**config.mk**
```make
export PLATFORM = sky130hd
export DESIGN_NAME = tat_ctrl
export DESIGN_NICKNAME = d
export VERILOG_FILES = /design/src/verilog/tat_pkg.sv /design/src/verilog/tat_ctrl.sv
export SDC_FILE = /design/constraint.sdc
export NUM_CORES = 1
export LEC_CHECK = 0
export BUFFER_PORTS_ARGS = -buffer_cell sky130_fd_sc_hd__clkbuf_2
export CAP_MARGIN = 20
export CELL_PAD_IN_SITES_DETAIL_PLACEMENT = 1
export CELL_PAD_IN_SITES_GLOBAL_PLACEMENT = 1
export CORE_MARGIN = 3
export CORE_UTILIZATION = 45
export CTS_CLUSTER_DIAMETER = 60
export DETAILED_ROUTE_END_ITERATION = 8
export PLACE_DENSITY_LB_ADDON = 0.12
export REMOVE_ABC_BUFFERS = 1
export SYNTH_ARGS = -nofsm -noshare
export SYNTH_HDL_FRONTEND = slang
export SYNTH_SLANG_ARGS = --single-unit
export TNS_END_PERCENT = 100
```
**constraint.sdc**
```tcl
create_clock -name clk -period 4.8 [get_ports clk]
set_clock_uncertainty 0.2 [all_clocks]
set_input_delay 0.96 -clock clk [delete_from_list [all_inputs] [get_ports clk]]
set_output_delay 0.96 -clock clk [all_outputs]
set_load 0.03 [all_outputs]
```
**src/verilog/tat_pkg.sv**
```systemverilog
`default_nettype none
package tat_pkg;
  // apb register byte offsets
  localparam logic [7:0] TAT_CTRL_OFS   = 8'h00;
  localparam logic [7:0] TAT_STAT_OFS   = 8'h04;
  localparam logic [7:0] TAT_IRQ_OFS    = 8'h08;
  localparam logic [7:0] TAT_MASK_OFS   = 8'h0c;
  localparam logic [7:0] TAT_LEGACY_OFS = 8'h10;
  // control fields
  localparam int TAT_CTL_MODE_LO = 0;  // 2-bit line mode
  localparam int TAT_CTL_OD_EN   = 2;  // on-demand enable
  localparam int TAT_CTL_DUTY_LO = 4;  // 3-bit duty in eighths
  // legacy clock control fields
  localparam int TAT_LEG_DUTY_LO = 1;  // 3-bit duty in eighths
  localparam int TAT_LEG_EN      = 4;  // throttle enable
  // interrupt status bits
  localparam int TAT_IRQ_CRIT    = 0;
  localparam int TAT_IRQ_EXT_ON  = 1;
  localparam int TAT_IRQ_EXT_OFF = 2;
  localparam int TAT_IRQ_TRIP    = 3;
  localparam int TAT_IRQ_W       = 4;
  // thermal control modulation: 25% on, 32 us period at 5 ns
  localparam int TAT_CLK_PS      = 5000;
  localparam int TAT_TCC_PER_NS  = 32000;
  localparam int TAT_TCC_PER_CYC = (TAT_TCC_PER_NS * 1000) / TAT_CLK_PS;
  localparam int TAT_TCC_ON_PCT  = 25;
  localparam int TAT_TCC_ON_CYC  = (TAT_TCC_PER_CYC * TAT_TCC_ON_PCT) / 100;
  localparam int TAT_DUTY_STEPS  = 8;
  localparam logic [31:0] TAT_CTRL_RST = 32'h0000_0000;

  typedef enum logic [1:0] {
    TAT_MODE_IN    = 2'b00,
    TAT_MODE_OUT   = 2'b01,
    TAT_MODE_BIDIR = 2'b10,
    TAT_MODE_OFF   = 2'b11
  } tat_mode_e;

  // sensor status grouped together
  typedef struct packed {
    logic tcc_hot;     // thermal control trip reached
    logic crit_hot;    // critical temperature reached
    logic trip_hot;    // damage-risk temperature reached
  } tat_sense_s;

  // open-drain pin pair
  typedef struct packed {
    logic out;
    logic oe;
  } tat_pin_s;
endpackage
`default_nettype wire

```
**src/verilog/tat_ctrl.sv**
```systemverilog
`timescale 1ns/1ps
`default_nettype none
// Summary of operation
// - external alert forces lowest perf state
// - alert drive released in package idle
// - alert redriven on idle exit if hot
// - thermal query link kept alive in idle
// - damage temperature forces shutdown output
// - critical hot with thermal control hot latches status, sticky, interrupt
// - software on-demand clock modulation duty
// - thermal control duty overrides on-demand duty
// - on-demand via control or legacy register
// - legacy modulation applies to all cores
// - alert driven while thermal control active
// - stay lowest state until line released
// - bidir: external assertion masked while driving
// - fixed 25 percent, 32 us modulation
module tat_ctrl #(
  parameter int NCORES = 4
) (
  input  wire logic                 clk,
  input  wire logic                 rst_b,
  input  wire logic                 clk_en,
  input  wire logic                 psel,
  input  wire logic                 penable,
  input  wire logic                 pwrite,
  input  wire logic [7:0]           paddr,
  input  wire logic [31:0]          pwdata,
  output logic      [31:0]          prdata,
  output logic                      pready,
  output logic                      pslverr,
  input  wire tat_pkg::tat_sense_s  sense,
  input  wire logic                 pkg_idle,
  input  wire logic                 thermal_alert_line_in,
  output tat_pkg::tat_pin_s         thermal_alert_line,
  output logic                      overtemp_shutdown_out,
  output logic                      lowest_perf_state,
  output logic      [NCORES-1:0]    core_clk_gate,
  output logic                      query_link_pwr,
  output logic                      irq
);
  import tat_pkg::*;

  // refuse core counts that the gate bus cannot carry
  if (NCORES < 1 || NCORES > 32) begin : g_bad_ncores
    $error("NCORES out of range");
  end

  // pin synchroniser for the alert line and sensor inputs
  logic [1:0] alert_sync_ff;
  logic [2:0] sense_s1_ff;
  logic [2:0] sense_s2_ff;
  always_ff @(posedge clk) begin
    if (!rst_b) begin
      alert_sync_ff <= 2'b11;
      sense_s1_ff   <= 3'b000;
      sense_s2_ff   <= 3'b000;
    end else if (clk_en) begin
      alert_sync_ff <= {alert_sync_ff[0], thermal_alert_line_in};
      sense_s1_ff   <= sense;
      sense_s2_ff   <= sense_s1_ff;
    end
  end
  logic line_low;
  logic tcc_hot;
  logic crit_hot;
  logic trip_hot;
  assign line_low = ~alert_sync_ff[1];
  assign tcc_hot  = sense_s2_ff[2];
  assign crit_hot = sense_s2_ff[1];
  assign trip_hot = sense_s2_ff[0];

  // registers
  logic [31:0]         ctrl_ff,   nxt_ctrl;
  logic [4:0]          leg_ff,    nxt_leg;
  logic [TAT_IRQ_W-1:0] ist_ff,   nxt_ist;
  logic [TAT_IRQ_W-1:0] mask_ff,  nxt_mask;
  logic                crit_ff,   nxt_crit;
  logic                ext_ff,    nxt_ext;
  logic                drive_ff,  nxt_drive;
  logic [1:0]          dhist_ff,  nxt_dhist;
  logic                trip_ff,   nxt_trip;
  logic [12:0]         per_ff,    nxt_per;
  logic [NCORES-1:0]   gate_ff,   nxt_gate;
  logic                lps_ff,    nxt_lps;
  logic [31:0]         prdata_ff, nxt_prdata;
  logic                pready_ff, nxt_pready;
  logic                perr_ff,   nxt_perr;
  logic                irq_ff,    nxt_irq;

  tat_mode_e mode;
  assign mode = tat_mode_e'(ctrl_ff[TAT_CTL_MODE_LO +: 2]);

  // duty in eighths to on-cycles of the period
  function automatic logic [12:0] duty_cyc(input logic [2:0] d);
    logic [31:0] t;
    t = (TAT_TCC_PER_CYC * (32'(d) + 32'd1)) / TAT_DUTY_STEPS;
    return t[12:0];
  endfunction

  logic acc;
  logic wr;
  logic done;
  logic hit;
  logic mode_in;
  logic ext_seen;
  logic od_on;
  logic leg_on;
  logic [12:0] on_cyc;
  logic mod_on;
  assign acc = psel & penable & ~pready_ff;
  // writes land on the edge that completes the transfer
  assign done = psel & penable & pready_ff;
  assign wr   = done & pwrite;
  assign hit = (paddr == TAT_CTRL_OFS) || (paddr == TAT_STAT_OFS) ||
               (paddr == TAT_IRQ_OFS)  || (paddr == TAT_MASK_OFS) ||
               (paddr == TAT_LEGACY_OFS);
  assign mode_in = (mode == TAT_MODE_IN) || (mode == TAT_MODE_BIDIR);
  // own drive hides the line in bidir mode, and so does its echo
  // through the two-stage synchroniser after the drive is released
  assign ext_seen = mode_in & line_low & ~drive_ff & ~|dhist_ff;
  assign od_on  = ctrl_ff[TAT_CTL_OD_EN];
  assign leg_on = leg_ff[TAT_LEG_EN];
  // thermal control duty wins over software duty
  always_comb begin
    if (tcc_hot) on_cyc = 13'(TAT_TCC_ON_CYC);
    else if (leg_on) on_cyc = duty_cyc(leg_ff[TAT_LEG_DUTY_LO +: 3]);
    else on_cyc = duty_cyc(ctrl_ff[TAT_CTL_DUTY_LO +: 3]);
  end
  // external assertion suppresses modulation
  assign mod_on = (tcc_hot | od_on | leg_on) & ~ext_ff;

  // next-state for thermal and modulation logic
  always_comb begin
    nxt_ext   = ext_seen;
    nxt_lps   = ext_seen;
    // drive while active, drop in idle, redrive on exit
    nxt_drive = tcc_hot & ~pkg_idle &
                (mode != TAT_MODE_IN) & (mode != TAT_MODE_OFF);
    nxt_dhist = {dhist_ff[0], drive_ff};
    nxt_trip  = trip_ff | trip_hot;
    nxt_crit  = crit_hot & tcc_hot;
    nxt_per   = (per_ff == 13'(TAT_TCC_PER_CYC - 1)) ? 13'h0 :
                per_ff + 13'h1;
    if (!mod_on) nxt_per = 13'h0;
    // all cores gated together
    nxt_gate  = (mod_on && per_ff >= on_cyc) ? {NCORES{1'b1}} :
                {NCORES{1'b0}};
    if (trip_ff) nxt_gate = {NCORES{1'b1}};
  end

  // next-state for registers and apb
  logic [TAT_IRQ_W-1:0] ev;
  always_comb begin
    ev = '0;
    ev[TAT_IRQ_CRIT]    = nxt_crit & ~crit_ff;
    ev[TAT_IRQ_EXT_ON]  = ext_seen & ~ext_ff;
    ev[TAT_IRQ_EXT_OFF] = ~ext_seen & ext_ff;
    ev[TAT_IRQ_TRIP]    = trip_hot & ~trip_ff;
    nxt_ctrl   = ctrl_ff;
    nxt_leg    = leg_ff;
    nxt_mask   = mask_ff;
    nxt_ist    = ist_ff;
    nxt_prdata = prdata_ff;
    nxt_pready = acc;
    nxt_perr   = acc & ~hit;
    if (wr && paddr == TAT_CTRL_OFS)   nxt_ctrl = pwdata;
    if (wr && paddr == TAT_LEGACY_OFS) nxt_leg = pwdata[4:0];
    if (wr && paddr == TAT_MASK_OFS)   nxt_mask = pwdata[TAT_IRQ_W-1:0];
    // write one clears, events win over clear
    if (wr && paddr == TAT_IRQ_OFS)
      nxt_ist = ist_ff & ~pwdata[TAT_IRQ_W-1:0];
    nxt_ist = nxt_ist | ev;
    if (acc && !pwrite) begin
      unique case (paddr)
        TAT_CTRL_OFS:   nxt_prdata = ctrl_ff;
        TAT_STAT_OFS:   nxt_prdata = {26'h0, lps_ff, drive_ff, ext_ff,
                                      trip_ff, crit_ff, tcc_hot};
        TAT_IRQ_OFS:    nxt_prdata = {28'h0, ist_ff};
        TAT_MASK_OFS:   nxt_prdata = {28'h0, mask_ff};
        TAT_LEGACY_OFS: nxt_prdata = {27'h0, leg_ff};
        default:        nxt_prdata = 32'h0;
      endcase
    end
    nxt_irq = |(nxt_ist & nxt_mask);
  end

  // register all state except the synchronisers and query link power
  always_ff @(posedge clk) begin
    if (!rst_b) begin
      ctrl_ff   <= TAT_CTRL_RST;
      leg_ff    <= 5'h00;
      ist_ff    <= '0;
      mask_ff   <= '0;
      crit_ff   <= 1'b0;
      ext_ff    <= 1'b0;
      drive_ff  <= 1'b0;
      dhist_ff  <= 2'b00;
      trip_ff   <= 1'b0;
      per_ff    <= 13'h0;
      gate_ff   <= '0;
      lps_ff    <= 1'b0;
      prdata_ff <= 32'h0;
      pready_ff <= 1'b0;
      perr_ff   <= 1'b0;
      irq_ff    <= 1'b0;
    end else if (clk_en) begin
      ctrl_ff   <= nxt_ctrl;
      leg_ff    <= nxt_leg;
      ist_ff    <= nxt_ist;
      mask_ff   <= nxt_mask;
      crit_ff   <= nxt_crit;
      ext_ff    <= nxt_ext;
      drive_ff  <= nxt_drive;
      dhist_ff  <= nxt_dhist;
      trip_ff   <= nxt_trip;
      per_ff    <= nxt_per;
      gate_ff   <= nxt_gate;
      lps_ff    <= nxt_lps;
      prdata_ff <= nxt_prdata;
      pready_ff <= nxt_pready;
      perr_ff   <= nxt_perr;
      irq_ff    <= nxt_irq;
    end
  end

  // query link power held on in every idle state
  logic rst_b_pw_ff;
  always_ff @(posedge clk) begin
    if (!rst_b) rst_b_pw_ff <= 1'b0;
    else if (clk_en) rst_b_pw_ff <= 1'b1;
  end

  // outputs
  assign prdata                 = prdata_ff;
  assign pready                 = pready_ff;
  assign pslverr                = perr_ff;
  assign thermal_alert_line     = tat_pin_s'{out: 1'b0, oe: drive_ff};
  assign overtemp_shutdown_out  = trip_ff;
  assign lowest_perf_state      = lps_ff;
  assign core_clk_gate          = gate_ff;
  assign query_link_pwr         = rst_b_pw_ff;
  assign irq                    = irq_ff;

  // assertions
  a_trip_shut: assert property (@(posedge clk) disable iff (!rst_b)
    clk_en && trip_hot |=> overtemp_shutdown_out)
    else $error("shutdown not raised");
  a_trip_sticky: assert property (@(posedge clk) disable iff (!rst_b)
    overtemp_shutdown_out |=> overtemp_shutdown_out)
    else $error("shutdown dropped");
  a_trip_gate: assert property (@(posedge clk) disable iff (!rst_b)
    clk_en && overtemp_shutdown_out |=> &core_clk_gate)
    else $error("clocks running after shutdown");
  a_ext_lowest: assert property (@(posedge clk) disable iff (!rst_b)
    clk_en && ext_seen |=> lowest_perf_state)
    else $error("no lowest state");
  a_ext_no_mod: assert property (@(posedge clk) disable iff (!rst_b)
    clk_en && ext_ff && !trip_ff |=> core_clk_gate == '0)
    else $error("modulation during external hold");
  a_idle_release: assert property (@(posedge clk) disable iff (!rst_b)
    clk_en && pkg_idle |=> !thermal_alert_line.oe)
    else $error("drive in idle");
  a_wake_redrive: assert property (@(posedge clk)
    disable iff (!rst_b)
    clk_en && !pkg_idle && tcc_hot && mode == TAT_MODE_BIDIR
    |=> thermal_alert_line.oe)
    else $error("no redrive");
  a_bidir_mask: assert property (@(posedge clk) disable iff (!rst_b)
    clk_en && drive_ff |=> !ext_ff)
    else $error("external seen while driving");
  a_crit_sticky: assert property (@(posedge clk) disable iff (!rst_b)
    clk_en && crit_hot && tcc_hot && !crit_ff |=> ist_ff[TAT_IRQ_CRIT])
    else $error("critical not latched");
  a_sticky_hold: assert property (@(posedge clk) disable iff (!rst_b)
    clk_en && ist_ff[TAT_IRQ_CRIT] && !(wr && paddr == TAT_IRQ_OFS)
    |=> ist_ff[TAT_IRQ_CRIT])
    else $error("critical sticky lost");
  a_irq_level: assert property (@(posedge clk) disable iff (!rst_b)
    irq == |(ist_ff & mask_ff))
    else $error("interrupt level wrong");
  a_mod_off: assert property (@(posedge clk) disable iff (!rst_b)
    clk_en && !(tcc_hot || od_on || leg_on) && !trip_ff
    |=> core_clk_gate == '0)
    else $error("modulation with no source");
  a_gate_uniform: assert property (@(posedge clk) disable iff (!rst_b)
    core_clk_gate == '0 || &core_clk_gate)
    else $error("cores gated unevenly");
  a_query_alive: assert property (@(posedge clk) disable iff (!rst_b)
    pkg_idle ##1 1'b1 |-> query_link_pwr)
    else $error("query link off");
  a_tcc_period: assert property (@(posedge clk) disable iff (!rst_b)
    per_ff <= 13'(TAT_TCC_PER_CYC - 1))
    else $error("period overrun");
  a_pready_pulse: assert property (@(posedge clk) disable iff (!rst_b)
    clk_en && pready |=> !pready)
    else $error("ready held too long");
  // cover points for the main scenarios
  c_ext_event: cover property (@(posedge clk) ext_seen ##1 lowest_perf_state);
  c_tcc_gate: cover property (@(posedge clk) tcc_hot && core_clk_gate != '0);
  c_trip: cover property (@(posedge clk) overtemp_shutdown_out);
  c_od_gate: cover property (@(posedge clk) od_on && core_clk_gate != '0);
  c_irq: cover property (@(posedge clk) irq);
endmodule
`default_nettype wire

```
# Yosys cells after proc, flatten, opt, wreduce, memory -nomap -nowiden
# Index checks and enable logic that the tools add are counted.
# totals
reg_bits	112
inputBits	51
output_inout_bits	44
elab_cells	95
# op_classes
addsub	3
multipliers	2
magnitude_cmp	1
eq_ne	7
n_mux	9
bitwise_logic	33
n_reduce_logical	21
# ops
op	n
$pmux W32 S5	1
$mux W13	4
$and A1 B1 Y1	17
$eq A8 B4 Y1 const B	2
$mul A5 B4 Y8 const A	2
$mux W4	4
$add A13 B1 Y13 const B	1
$eq A13 B13 Y1 const B	1
$ge A13 B13 Y1	1
$not A1 Y1	9
$add A3 B1 Y4 const B	2
$and A4 B4 Y4	2
$eq A8 B3 Y1 const B	1
$eq A8 B5 Y1 const B	1
$logic_not A8 Y1	1
$logic_and A1 B1 Y1	6
$reduce_and A2 Y1	3
$logic_or A1 B1 Y1	5
$not A4 Y4	1
$or A4 B4 Y4	1
$reduce_or A4 Y1	1
$or A1 B1 Y1	3
$eq A2 B2 Y1 const B	1
$logic_not A1 Y1	2
other kinds (4)	4

# Logic depth before layout (Yosys ltp)
# Gate-level depths: netlist of the first run.
# depth
word_depth	10
depth_mapped	14
ltp_nobuf	13

# Worst setup path before layout of the first run
# OpenSTA, ideal clock, no wires.
# synth_timing
kind	register to register
from	register ctrl_ff[4]
to	register gate_ff[2] (netlist: core_clk_gate[2])
setup_time_ns	0.134
arrival_time_ns	2.897
path_slack_ns	1.568
stages_incl_launch_ff	12
n_path_buf	0
period_less_slack_ns	3.232
path_cell_list	dfxtp_1 > inv_1 > ha_1 > xnor2_1 > fa_1 > nor2b_1 > a211oi_1 > ha_1 > a21o_1 > a21o_1 > a2111oi_0 > a211oi_1
# synth_via
elab_chain_len	8
# synth_lines
item	line_no	rtl
start: declaration	tat_ctrl.sv:74	logic [31:0] ctrl_ff, nxt_ctrl;
start signal: assignment	tat_ctrl.sv:208	ctrl_ff <= nxt_ctrl;
$add A3 B1 Y4	tat_ctrl.sv:97	t = (TAT_TCC_PER_CYC * (32'(d) + 32'd1)) / TAT_DUTY_STEPS;
$mul A5 B4 Y8	tat_ctrl.sv:97	
$mux W13	tat_ctrl.sv:127	else if (leg_on) on_cyc = duty_cyc(leg_ff[TAT_LEG_DUTY_LO +: 3]);
$mux W13	tat_ctrl.sv:126	if (tcc_hot) on_cyc = 13'(TAT_TCC_ON_CYC);
$ge A13 B13 Y1	tat_ctrl.sv:147	nxt_gate = (mod_on && per_ff >= on_cyc) ? {NCORES{1'b1}} :
$logic_and A1 B1 Y1	tat_ctrl.sv:147	
$mux W4	tat_ctrl.sv:147	
$mux W4	tat_ctrl.sv:149	if (trip_ff) nxt_gate = {NCORES{1'b1}};
end signal: assignment	tat_ctrl.sv:218	gate_ff <= nxt_gate;
end: declaration	tat_ctrl.sv:84	logic [NCORES-1:0] gate_ff, nxt_gate;
# No other way between the ends.
# A chain may end at the register's enable or synchronous reset.

# Final worst setup path of the first run
# Same ends and word-level chain as after synthesis.

==> flow_summary.yaml, run 1 <==
placement:
  portBuffers: 93
  hpwlAfterDp_um: 10200
  pre_cts_ws_ns: 1.18
  gp_congestion: 0.774
clocking:
  hold_buffers: 0
  numCtsBuffers: 9
  clock_latency_ns: 0.36
  cts_resized: 0
  root_buffer: "clkbuf_16"
  cts_num_sinks: 109
  postCtsSetupBuffers: 0
  clk_pin_slew_ns: 0.07
  tritoncts: "yes"
  htree_levels: 3
  clockBufferDepth: 2
grt:
  overflow: 0
  grt_pass1_wl_um: 23200
  antenna_found_initial: 0
  grtUsageTotal: 0.224
  grt_max_degree: 66
  grt_pass1_vias: 4668
power_and_ir_drop:
  p_per_area_mw_per_mm2: 304
  leakage_nw: 2.42
  vdd_drop_max_mv: 0.281
drt:
  totalWireLength_um: 14200
  dr.pass1.iters: 4
  vias: 4484
  drt_iter0_drc: 188
  drtAntennaViolNets: 0
  wl_per_cell_um: 17.2
  vias_per_cell: 5.44
  drc_errors: 0
synthesis:
  ys_dominant_reg_cell: "dfxtp_1"
  post_synth_inst_count: 612
  synth_top_area_share: 0.416
  yosys_warnings: 0
  yosysTopAreaCell: "dfxtp_1"
  ys_seq_area_frac: 0.416
  ys_ff_latch: 109
  synth_edf_count: 0
  synthTopCellsByArea: "dfxtp_1, nand2_1, ha_1"
  synth_cell_type_count: 59
  postSynth.asyncResetShare: 0
  syn_area_mm2: 0.00525
  postSynthAreaPerCell_um2: 8.58
sta:
  final-hold-violation-count: 0
  tightest_slew_ns: 0.757
  slew_headroom: 0.495
  finalSetupViolCount: 0
  timing.final.crit_share: 0.756
  period_needed_ns: 3.63
  fmax_ghz: 0.275
  setup_ws_ns: 1.17
  drv_slew: 0
  rsz0062_at_grt: "false"
  setup_tns_ns: 0
final_layout:
  area_growth_pct: 15.3
  fillers: 1349
  final_cell_mix: "nand2_1, dfxtp_1, clkbuf_2"
  fin_nets: 752
  n_antenna_cell: 0
  mostFrequentLayoutCell: "nand2_1"
  utilization: 0.544
  drive_gt1_frac: 0.185
die:
  die_height_um: 114
  die_area_mm2: 0.0130
  die_w_um: 114
  start_util: 0.472
  core_area_mm2: 0.0111
  rows: 38
  ios: 95
worst_setup_path:
  critical_path.top_delay_family: "compound AO/OA/AOI/OAI gates"
  slowest_stage: "dfxtp_1"
  cp.arrival_ns: 3.66
  path_buf_inv: 1
  end_kind: "flip-flop"
  rrSetupSlack_ns: 1.17
  path_cells: "inv_1 > ha_1 > xnor2_1 > fa_1 > nor2b_1 > a211oi_1 > ha_1 > a21o_1 > a21o_1 > a2111oi_0 > a211oi_1"
  crit_path_start_kind: "flip-flop"
  worstPathMaxFanout: 7
  slowest_delay_ns: 0.47
  worst-setup-path-type: "flip-flop to flip-flop"
  crit_required_ns: 4.83
min_path:
  min_path_type: "flip-flop to flip-flop"
run_status:
  status: "finished clean"
job:
  cap_violations: 0
[cell type report]
class	instances	area, um^2	area share
sequential	109	2180	0.360
clock buffer	12	267	0.0440
timing repair buffer	102	553	0.0913
multi-input combinational	445	2780	0.458
inverter	13	48.8	0.00806
tap	140	175	0.0289
clock inverter	4	53.8	0.00889
[metal layers]
| layer | vias up | GRT usage | routed length [um] |
|---|---|---|---|
| li1 | 2222 | - | - |
| met4 | 0 | 0.0475 | 138 |
| met2 | 76 | 0.390 | 7040 |
| met1 | 2177 | 0.281 | 6470 |
| met3 | 9 | 0.0562 | 516 |
| met5 | - | 0 | 0 |
[through the flow]
stage | hold slack (ns) | area [um^2] | std cells | total power, mW
after floorplan | 0.235 | 5000 | 567 | 0.994
after global placement | 0.234 | 5710 | 808 | 1.06
after detailed placement | 0.244 | 5730 | 809 | 1.06
after CTS | 0.255 | 6050 | 825 | 1.86
after global routing | 0.267 | 6050 | 825 | 1.91
final | 0.254 | 6050 | 825 | 1.84
[logic make-up after synthesis]
group,synth area share
compound gates,0.147
xor+xnor,0.0434
fa+ha+maj,0.0515
buf+inv,0.0577
flops,0.416
mux,0.0565
other cells,0.000714
simple gates,0.228
[cells in the mapped netlist (2+ instances only)]
cell type	instances
dfxtp_1	109
inv_1	12
o22ai_1	2
a211oi_1	3
buf_4	11
ha_1	20
a21boi_1	30
o32a_1	2
a221oi_1	2
nor2_1	34
clkbuf_1	27
nor2b_1	26
o21ai_0	10
nand3_1	32
a21oi_1	38
nor3_1	7
nor4_1	2
nand4_1	9
and3_1	5
nor3b_1	4
a21o_1	2
nand2_1	118
buf_2	5
and4_1	3
a21boi_0	7
o21a_1	3
mux4_2	2
buf_6	4
or2_2	2
xor2_1	17
a211o_1	2
xnor2_1	9
o211a_1	2
mux2i_1	24
a22oi_1	3
[worst paths after layout]
check	from	endpoint	cells after the start
setup / recovery	ctrl_ff[4]$_SDFFE_PN0P_	core_clk_gate[2]$_SDFFE_PN0P_	11
hold reg to reg	prdata[25]$_SDFFE_PN0P_	prdata[25]$_SDFFE_PN0P_	2
setup reg to reg	ctrl_ff[4]$_SDFFE_PN0P_	core_clk_gate[2]$_SDFFE_PN0P_	11
hold / removal	prdata[25]$_SDFFE_PN0P_	prdata[25]$_SDFFE_PN0P_	2
[where the power goes]
part | internal (mW) | leakage, nW | switching [mW] | total (mW)
Combinational | 0.0487 | 1.38 | 0.0710 | 0.120
Clock | 0.451 | 0.157 | 0.348 | 0.799
Sequential | 0.912 | 0.880 | 0.00809 | 0.920
[registers in the layout, summed over array words and instances (netlist names)]
| name | flops |
|---|---|
| leg_ff | 5 |
| sense_s1_ff | 3 |
| query_link_pwr | 1 |
| pslverr | 1 |
| alert_sync_ff | 2 |
| overtemp_shutdown_out | 1 |
| sense_s2_ff | 3 |
| mask_ff | 4 |
| ist_ff | 4 |
| prdata | 32 |
| core_clk_gate | 1 |
| ctrl_ff | 32 |
| irq | 1 |
| crit_ff | 1 |
| drive_ff | 1 |
| per_ff | 13 |
| pready | 1 |
| dhist_ff | 2 |
| lowest_perf_state | 1 |
[worst reg2reg max path, delay by kind of cell (launching register included)]
kind	cells	cell delay (ns)
AOI/OAI and AO/OA	5	1.16
xor gates and xnor gates	1	0.32
adders and majority gates	3	1.10
buffers and inverters	1	0.11
DFF	1	0.47
and+or+nand+nor	1	0.14
No activity file was read; power rests on OpenSTA's default activity.
==> run 2, diff against run 1 <==
Settings changed: ABC_AREA set to 1, CORE_UTILIZATION 45 to 40.
Clock period 4.8 ns to 3.4 ns, I/O delays scaled along.
==> run 2 against run 1 <==
Compared with the run above:
- combinational power is 73% higher
- highest routed layer unchanged
- clock-buffer cell count is 2 lower
- wire length is 4.6% higher
- synthesized area is 0.69% higher
- largest cell class unchanged
- critical endpoint unchanged
- clock power is 24% higher
==> flow_summary.yaml, run 2 <==
drt:
  vias: 5013
  drt_iter0_drc: 254
  wl_per_cell_um: 15.2
  drtAntennaViolNets: 0
  drc_errors: 0
  vias_per_cell: 5.13
  totalWireLength_um: 14800
  dr.pass1.iters: 4
die:
  die_height_um: 121
  rows: 41
  die_w_um: 121
  die_area_mm2: 0.0146
  ios: 95
  start_util: 0.414
  core_area_mm2: 0.0128
final_layout:
  mostFrequentLayoutCell: "nand2_1"
  final_cell_mix: "nand2_1, nor2_1, dfxtp_1"
  area_growth_pct: 15.5
  drive_gt1_frac: 0.175
  n_antenna_cell: 0
  seq_area_mm2: 0.00218
  stdcell_count: 978
  multi_input_area_mm2: 0.00270
  final_area_mm2: 0.00610
  fillers: 1681
  fin_nets: 874
sta:
  tightest_slew_ns: 0.573
  slew_headroom: 0.617
  final-hold-violation-count: 0
  finalSetupViolCount: 0
  fmax_ghz: 0.331
  drv_slew: 0
  setup_ws_ns: 0.381
  setup_tns_ns: 0
  period_needed_ns: 3.02
  rsz0062_at_grt: "false"
  timing.final.crit_share: 0.888
power_and_ir_drop:
  p_per_area_mw_per_mm2: 412
  power.share.combinational: 0.083
  p_int_mw: 1.86
  clkPwrFrac: 0.393
  leakage_nw: 2.65
  p_sw_uw: 648
  switching_share: 0.258
  seqPwrFrac: 0.524
  vdd_drop_max_mv: 0.206
grt:
  overflow: 0
  grtUsageTotal: 0.207
  grt_max_degree: 42
  antenna_found_initial: 0
  grt_pass1_vias: 5134
  grt_pass1_wl_um: 24400
synthesis:
  postSynth.asyncResetShare: 0
  synth_most_common_cell: "nand2_1"
  ys_dominant_reg_cell: "dfxtp_1"
  ys_top_cells_by_count: "nand2_1, nor2_1, dfxtp_1"
  yosys_warnings: 0
  postSynthAreaPerCell_um2: 7.29
  synth_top_area_share: 0.413
  synthTopCellsByArea: "dfxtp_1, nand2_1, nor2_1"
  synth_cell_type_count: 40
  synth_edf_count: 0
  ys_ff_latch: 109
  post_synth_inst_count: 725
  ys_seq_area_frac: 0.413
  yosysTopAreaCell: "dfxtp_1"
  syn_area_mm2: 0.00529
placement:
  placed_cells: 963
  pre_cts_ws_ns: 0.421
  portBuffers: 93
  placed_area_mm2: 0.00584
  hpwlAfterDp_um: 10600
  gp_congestion: 0.758
clocking:
  clock_latency_ns: 0.36
  clk_pin_slew_ns: 0.07
  postCtsSetupBuffers: 0
  cts_num_sinks: 109
  tritoncts: "yes"
  numCtsBuffers: 9
  clockBufferDepth: 2
  cts_resized: 0
  hold_buffers: 0
  htree_levels: 3
  root_buffer: "clkbuf_16"
worst_setup_path:
  crit_required_ns: 3.45
  crit_path_start_kind: "flip-flop"
  cp.arrival_ns: 3.07
  end_kind: "flip-flop"
  worstPathMaxFanout: 7
  worst-setup-path-type: "flip-flop to flip-flop"
  rrSetupSlack_ns: 0.38
run_status:
  status: "finished clean"
job:
  cap_violations: 0
min_path:
  min_path_type: "flip-flop to flip-flop"
## run 2: kinds of logic after synthesis
logic type,synth area share
other cells,0.000709
fa+ha+maj,0.0511
buf+inv,0.0783
flops,0.413
compound gates,0.142
xor+xnor,0.0282
simple gates,0.286
## run 2: stage by stage
stage,hold slack (ns),total power [mW],util
4_1_cts,0.270,2.54,0.478
3_5_place_dp,0.253,1.56,0.457
3_3_place_gp,0.238,1.55,0.457
6_report,0.264,2.51,0.478
5_1_grt,0.287,2.62,0.478
2_1_floorplan,0.229,1.45,-
## run 2: power by group through the flow
stage / Sequential, mW / Clock (mW) / Combinational [mW]
floorplan: 1.36 / 0 / 0.0959
global placement: 1.34 / 0 / 0.205
detailed placement: 1.35 / 0 / 0.210
CTS: 1.32 / 1.01 / 0.211
global route: 1.32 / 1.07 / 0.235
finish: 1.32 / 0.988 / 0.208
## run 2: area by class of cell
class,instances,area share
timing repair buffer,102,0.0873
inverter,56,0.0344
multi-input combinational,524,0.442
clock buffer,10,0.0375
tap,172,0.0353
sequential,109,0.357
clock inverter,5,0.00615
## run 2: final timing paths
| path | start | end | depth (start not counted) |
|---|---|---|---|
| max | ctrl_ff[4]$_SDFFE_PN0P_ | core_clk_gate[2]$_SDFFE_PN0P_ | 15 |
| max reg2reg | ctrl_ff[4]$_SDFFE_PN0P_ | core_clk_gate[2]$_SDFFE_PN0P_ | 15 |
| min | prdata[24]$_SDFFE_PN0P_ | prdata[24]$_SDFFE_PN0P_ | 2 |
| min reg2reg | prdata[24]$_SDFFE_PN0P_ | prdata[24]$_SDFFE_PN0P_ | 2 |
## run 2: routing by layer
| metal | routed length, um | vias to the layer above | GRT usage | share of wire |
|---|---|---|---|---|
| met2 | 7230 | 75 | 0.353 | 0.49 |
| met4 | 299 | 0 | 0.0822 | 0.020 |
| met5 | 0 | - | 0 | 0 |
| met3 | 406 | 18 | 0.0284 | 0.027 |
| li1 | - | 2521 | - | - |
| met1 | 6890 | 2399 | 0.264 | 0.46 |
## run 2: critical path: stages, from the launching register on
cell	delay (ns)
dfxtp_1	0.38
ha_1	0.25
xnor2_1	0.35
xor2_1	0.14
ha_1	0.37
nand2_1	0.09
nand2_1	0.08
xnor2_1	0.14
nand2_1	0.06
nand3_1	0.08
ha_1	0.30
a21oi_1	0.15
o21a_1	0.15
nand2_1	0.06
nand2_1	0.06
a21oi_1	0.05
==> run 3, diff against run 2 <==
--- a/config.mk
+++ b/config.mk
@@ -12,5 +12,5 @@
 export CELL_PAD_IN_SITES_GLOBAL_PLACEMENT = 1
 export CORE_MARGIN = 3
-export CORE_UTILIZATION = 40
+export CORE_UTILIZATION = 43
 export CTS_CLUSTER_DIAMETER = 60
 export DETAILED_ROUTE_END_ITERATION = 8
==> constraint.sdc (replaced) <==
create_clock -name clk -period 3.8 [get_ports clk]
set_clock_uncertainty 0.2 [all_clocks]
set_input_delay 0.19 -clock clk [delete_from_list [all_inputs] [get_ports clk]]
set_output_delay 0.19 -clock clk [all_outputs]
set_load 0.03 [all_outputs]
==> run 3 against run 2 <==
Compared with the run above:
- sequential power is 11% lower
- non-clock buffer count is 32 higher
- hold slack worse by 0.28 ns
- first-iteration DRC count is 9.1% higher
- worst setup slack better by 0.41 ns
- clock power is 2.5% lower
- sequential share of layout area is 1.9 points lower
- clock-buffer cell count is 1 higher
- sequential cell count stayed put
- wire length is 5.7% higher
- final area is 5.7% higher
- utilization is 7.3 points higher
- the run now ends with hold timing left
==> flow_summary.yaml, run 3 (synthesized netlist as in run 2, its figures left out) <==
grt:
  grt_pass1_wl_um: 25900
  grt_pass1_vias: 5428
  overflow: 0
  grtUsageTotal: 0.237
  antenna_found_initial: 0
  grt_max_degree: 60
worst_setup_path:
  crit_path_start_kind: "flip-flop"
  slowest_delay_ns: 0.39
  path_cells: "ha_1 > xnor2_1 > xor2_1 > ha_1 > nand2_1 > nand2_1 > xnor2_1 > nand2_1 > nand3_1 > ha_1 > nand2_1 > nor2_1 > o21ai_0 > nand2_1 > nand2_1 > a21oi_1"
  worst-setup-path-type: "flip-flop to flip-flop"
  end_kind: "flip-flop"
  crit_required_ns: 3.89
  cp_common_cell: "nand2_1"
  slowest_stage: "dfxtp_1"
  worstPathMaxFanout: 7
  cp.arrival_ns: 3.09
job:
  cap_violations: 0
clocking:
  root_buffer: "clkbuf_16"
  clock_latency_ns: 0.36
  cts_num_sinks: 109
  htree_levels: 3
  cts_resized: 0
  tritoncts: "yes"
  numCtsBuffers: 9
  clk_pin_slew_ns: 0.07
  hold_buffers: 35
  postCtsSetupBuffers: 0
  clockBufferDepth: 2
sta:
  final-hold-violation-count: 1
  timing.hold.ws_ns: -0.0152
  period_needed_ns: 3.00
  timing.final.crit_share: 0.791
  setup_tns_ns: 0
  rsz0062_at_grt: "false"
  tightest_slew_ns: 0.989
  fmax_ghz: 0.333
  slew_headroom: 0.340
  drv_slew: 0
  finalSetupViolCount: 0
  setup_ws_ns: 0.795
die:
  core_area_mm2: 0.0117
  die_height_um: 117
  start_util: 0.451
  ios: 95
  die_area_mm2: 0.0137
  rows: 39
  die_w_um: 117
final_layout:
  area_growth_pct: 22.0
  n_antenna_cell: 0
  stdcell_count: 982
  final_area_mm2: 0.00645
  final_cell_mix: "nand2_1, nor2_1, dfxtp_1"
  fin_nets: 906
  drive_gt1_frac: 0.166
  mostFrequentLayoutCell: "nand2_1"
drt:
  drt_iter0_drc: 277
  vias_per_cell: 5.24
  wl_per_cell_um: 15.9
  totalWireLength_um: 15700
  drc_errors: 0
  dr.pass1.iters: 5
  drtAntennaViolNets: 0
  vias: 5147
power_and_ir_drop:
  leakage_nw: 2.80
  power_mw: 2.36
  vdd_drop_max_mv: 0.242
  p_per_area_mw_per_mm2: 366
placement:
  portBuffers: 93
  placed_cells: 930
  hpwlAfterDp_um: 10500
  placed_area_mm2: 0.00577
  gp_congestion: 0.776
  pre_cts_ws_ns: 0.849
run_status:
  violations: "hold timing"
  status: "finished, violations left"
min_path:
  min_path_type: "primary input to flip-flop"
-- run 3: cell count changes in the layout (fill, tap and decap cells not counted) --
cell / before / now
buf_16: 0 / 1
buf_4: 9 / 5
bufinv_16: 0 / 1
clkbuf_8: 0 / 1
clkinv_2: 2 / 1
clkinv_4: 1 / 0
clkinvlp_4: 1 / 2
dlygate4sd3_1: 0 / 35
inv_6: 0 / 1
inv_8: 1 / 0
-- run 3: where the power goes --
part           internal, mW  leakage [nW]  switching, mW
Clock                 0.531         0.142          0.432
Combinational        0.0876          1.77          0.133
Sequential             1.16         0.884         0.0160
-- run 3: worst max-delay path: cells and delay by family, from the launching register on --
| family | cells | cell delay [ns] |
|---|---|---|
| fa+ha+maj | 3 | 0.94 |
| xor+xnor | 3 | 0.63 |
| simple gates | 8 | 0.57 |
| flops | 1 | 0.39 |
| compound gates | 2 | 0.21 |
-- run 3: area by class of cell --
| cell class | instances | area (um^2) |
|---|---|---|
| Fill cell | 1556 | 5260 |
| Multi-Input combinational cell | 524 | 2700 |
| Tap cell | 143 | 179 |
| Timing Repair Buffer | 134 | 881 |
| Inverter | 56 | 210 |
| Clock inverter | 5 | 58.8 |
| Sequential cell | 109 | 2180 |
| Clock buffer | 11 | 243 |
-- run 3: stage by stage --
stage                      util  hold WS [ns]
final                     0.551       -0.0152
after floorplan               -        0.0741
after global routing      0.551       0.00830
after global placement    0.493         0.204
after detailed placement  0.493         0.221
after CTS                 0.549        0.0311
-- run 3: path summary, 6_finish.rpt --
kind	startpoint	to	slack, ns	cells after the start
worst min register to register	prdata[13]$_SDFFE_PN0P_	prdata[13]$_SDFFE_PN0P_	0.26	2
worst max register to register	ctrl_ff[4]$_SDFFE_PN0P_	core_clk_gate[2]$_SDFFE_PN0P_	0.80	16
worst max-delay path	ctrl_ff[4]$_SDFFE_PN0P_	core_clk_gate[2]$_SDFFE_PN0P_	0.80	16
worst min-delay path	rst_b	prdata[20]$_SDFFE_PN0P_	-0.02	3
-- run 3: layer usage --
| metal | up-vias | global-route usage | routed length (um) |
|---|---|---|---|
| li1 | 2581 | - | - |
| met1 | 2457 | 0.279 | 6640 |
| met2 | 92 | 0.444 | 8310 |
| met3 | 17 | 0.0416 | 526 |
| met4 | 0 | 0.0612 | 191 |
| met5 | - | 0 | 0 |
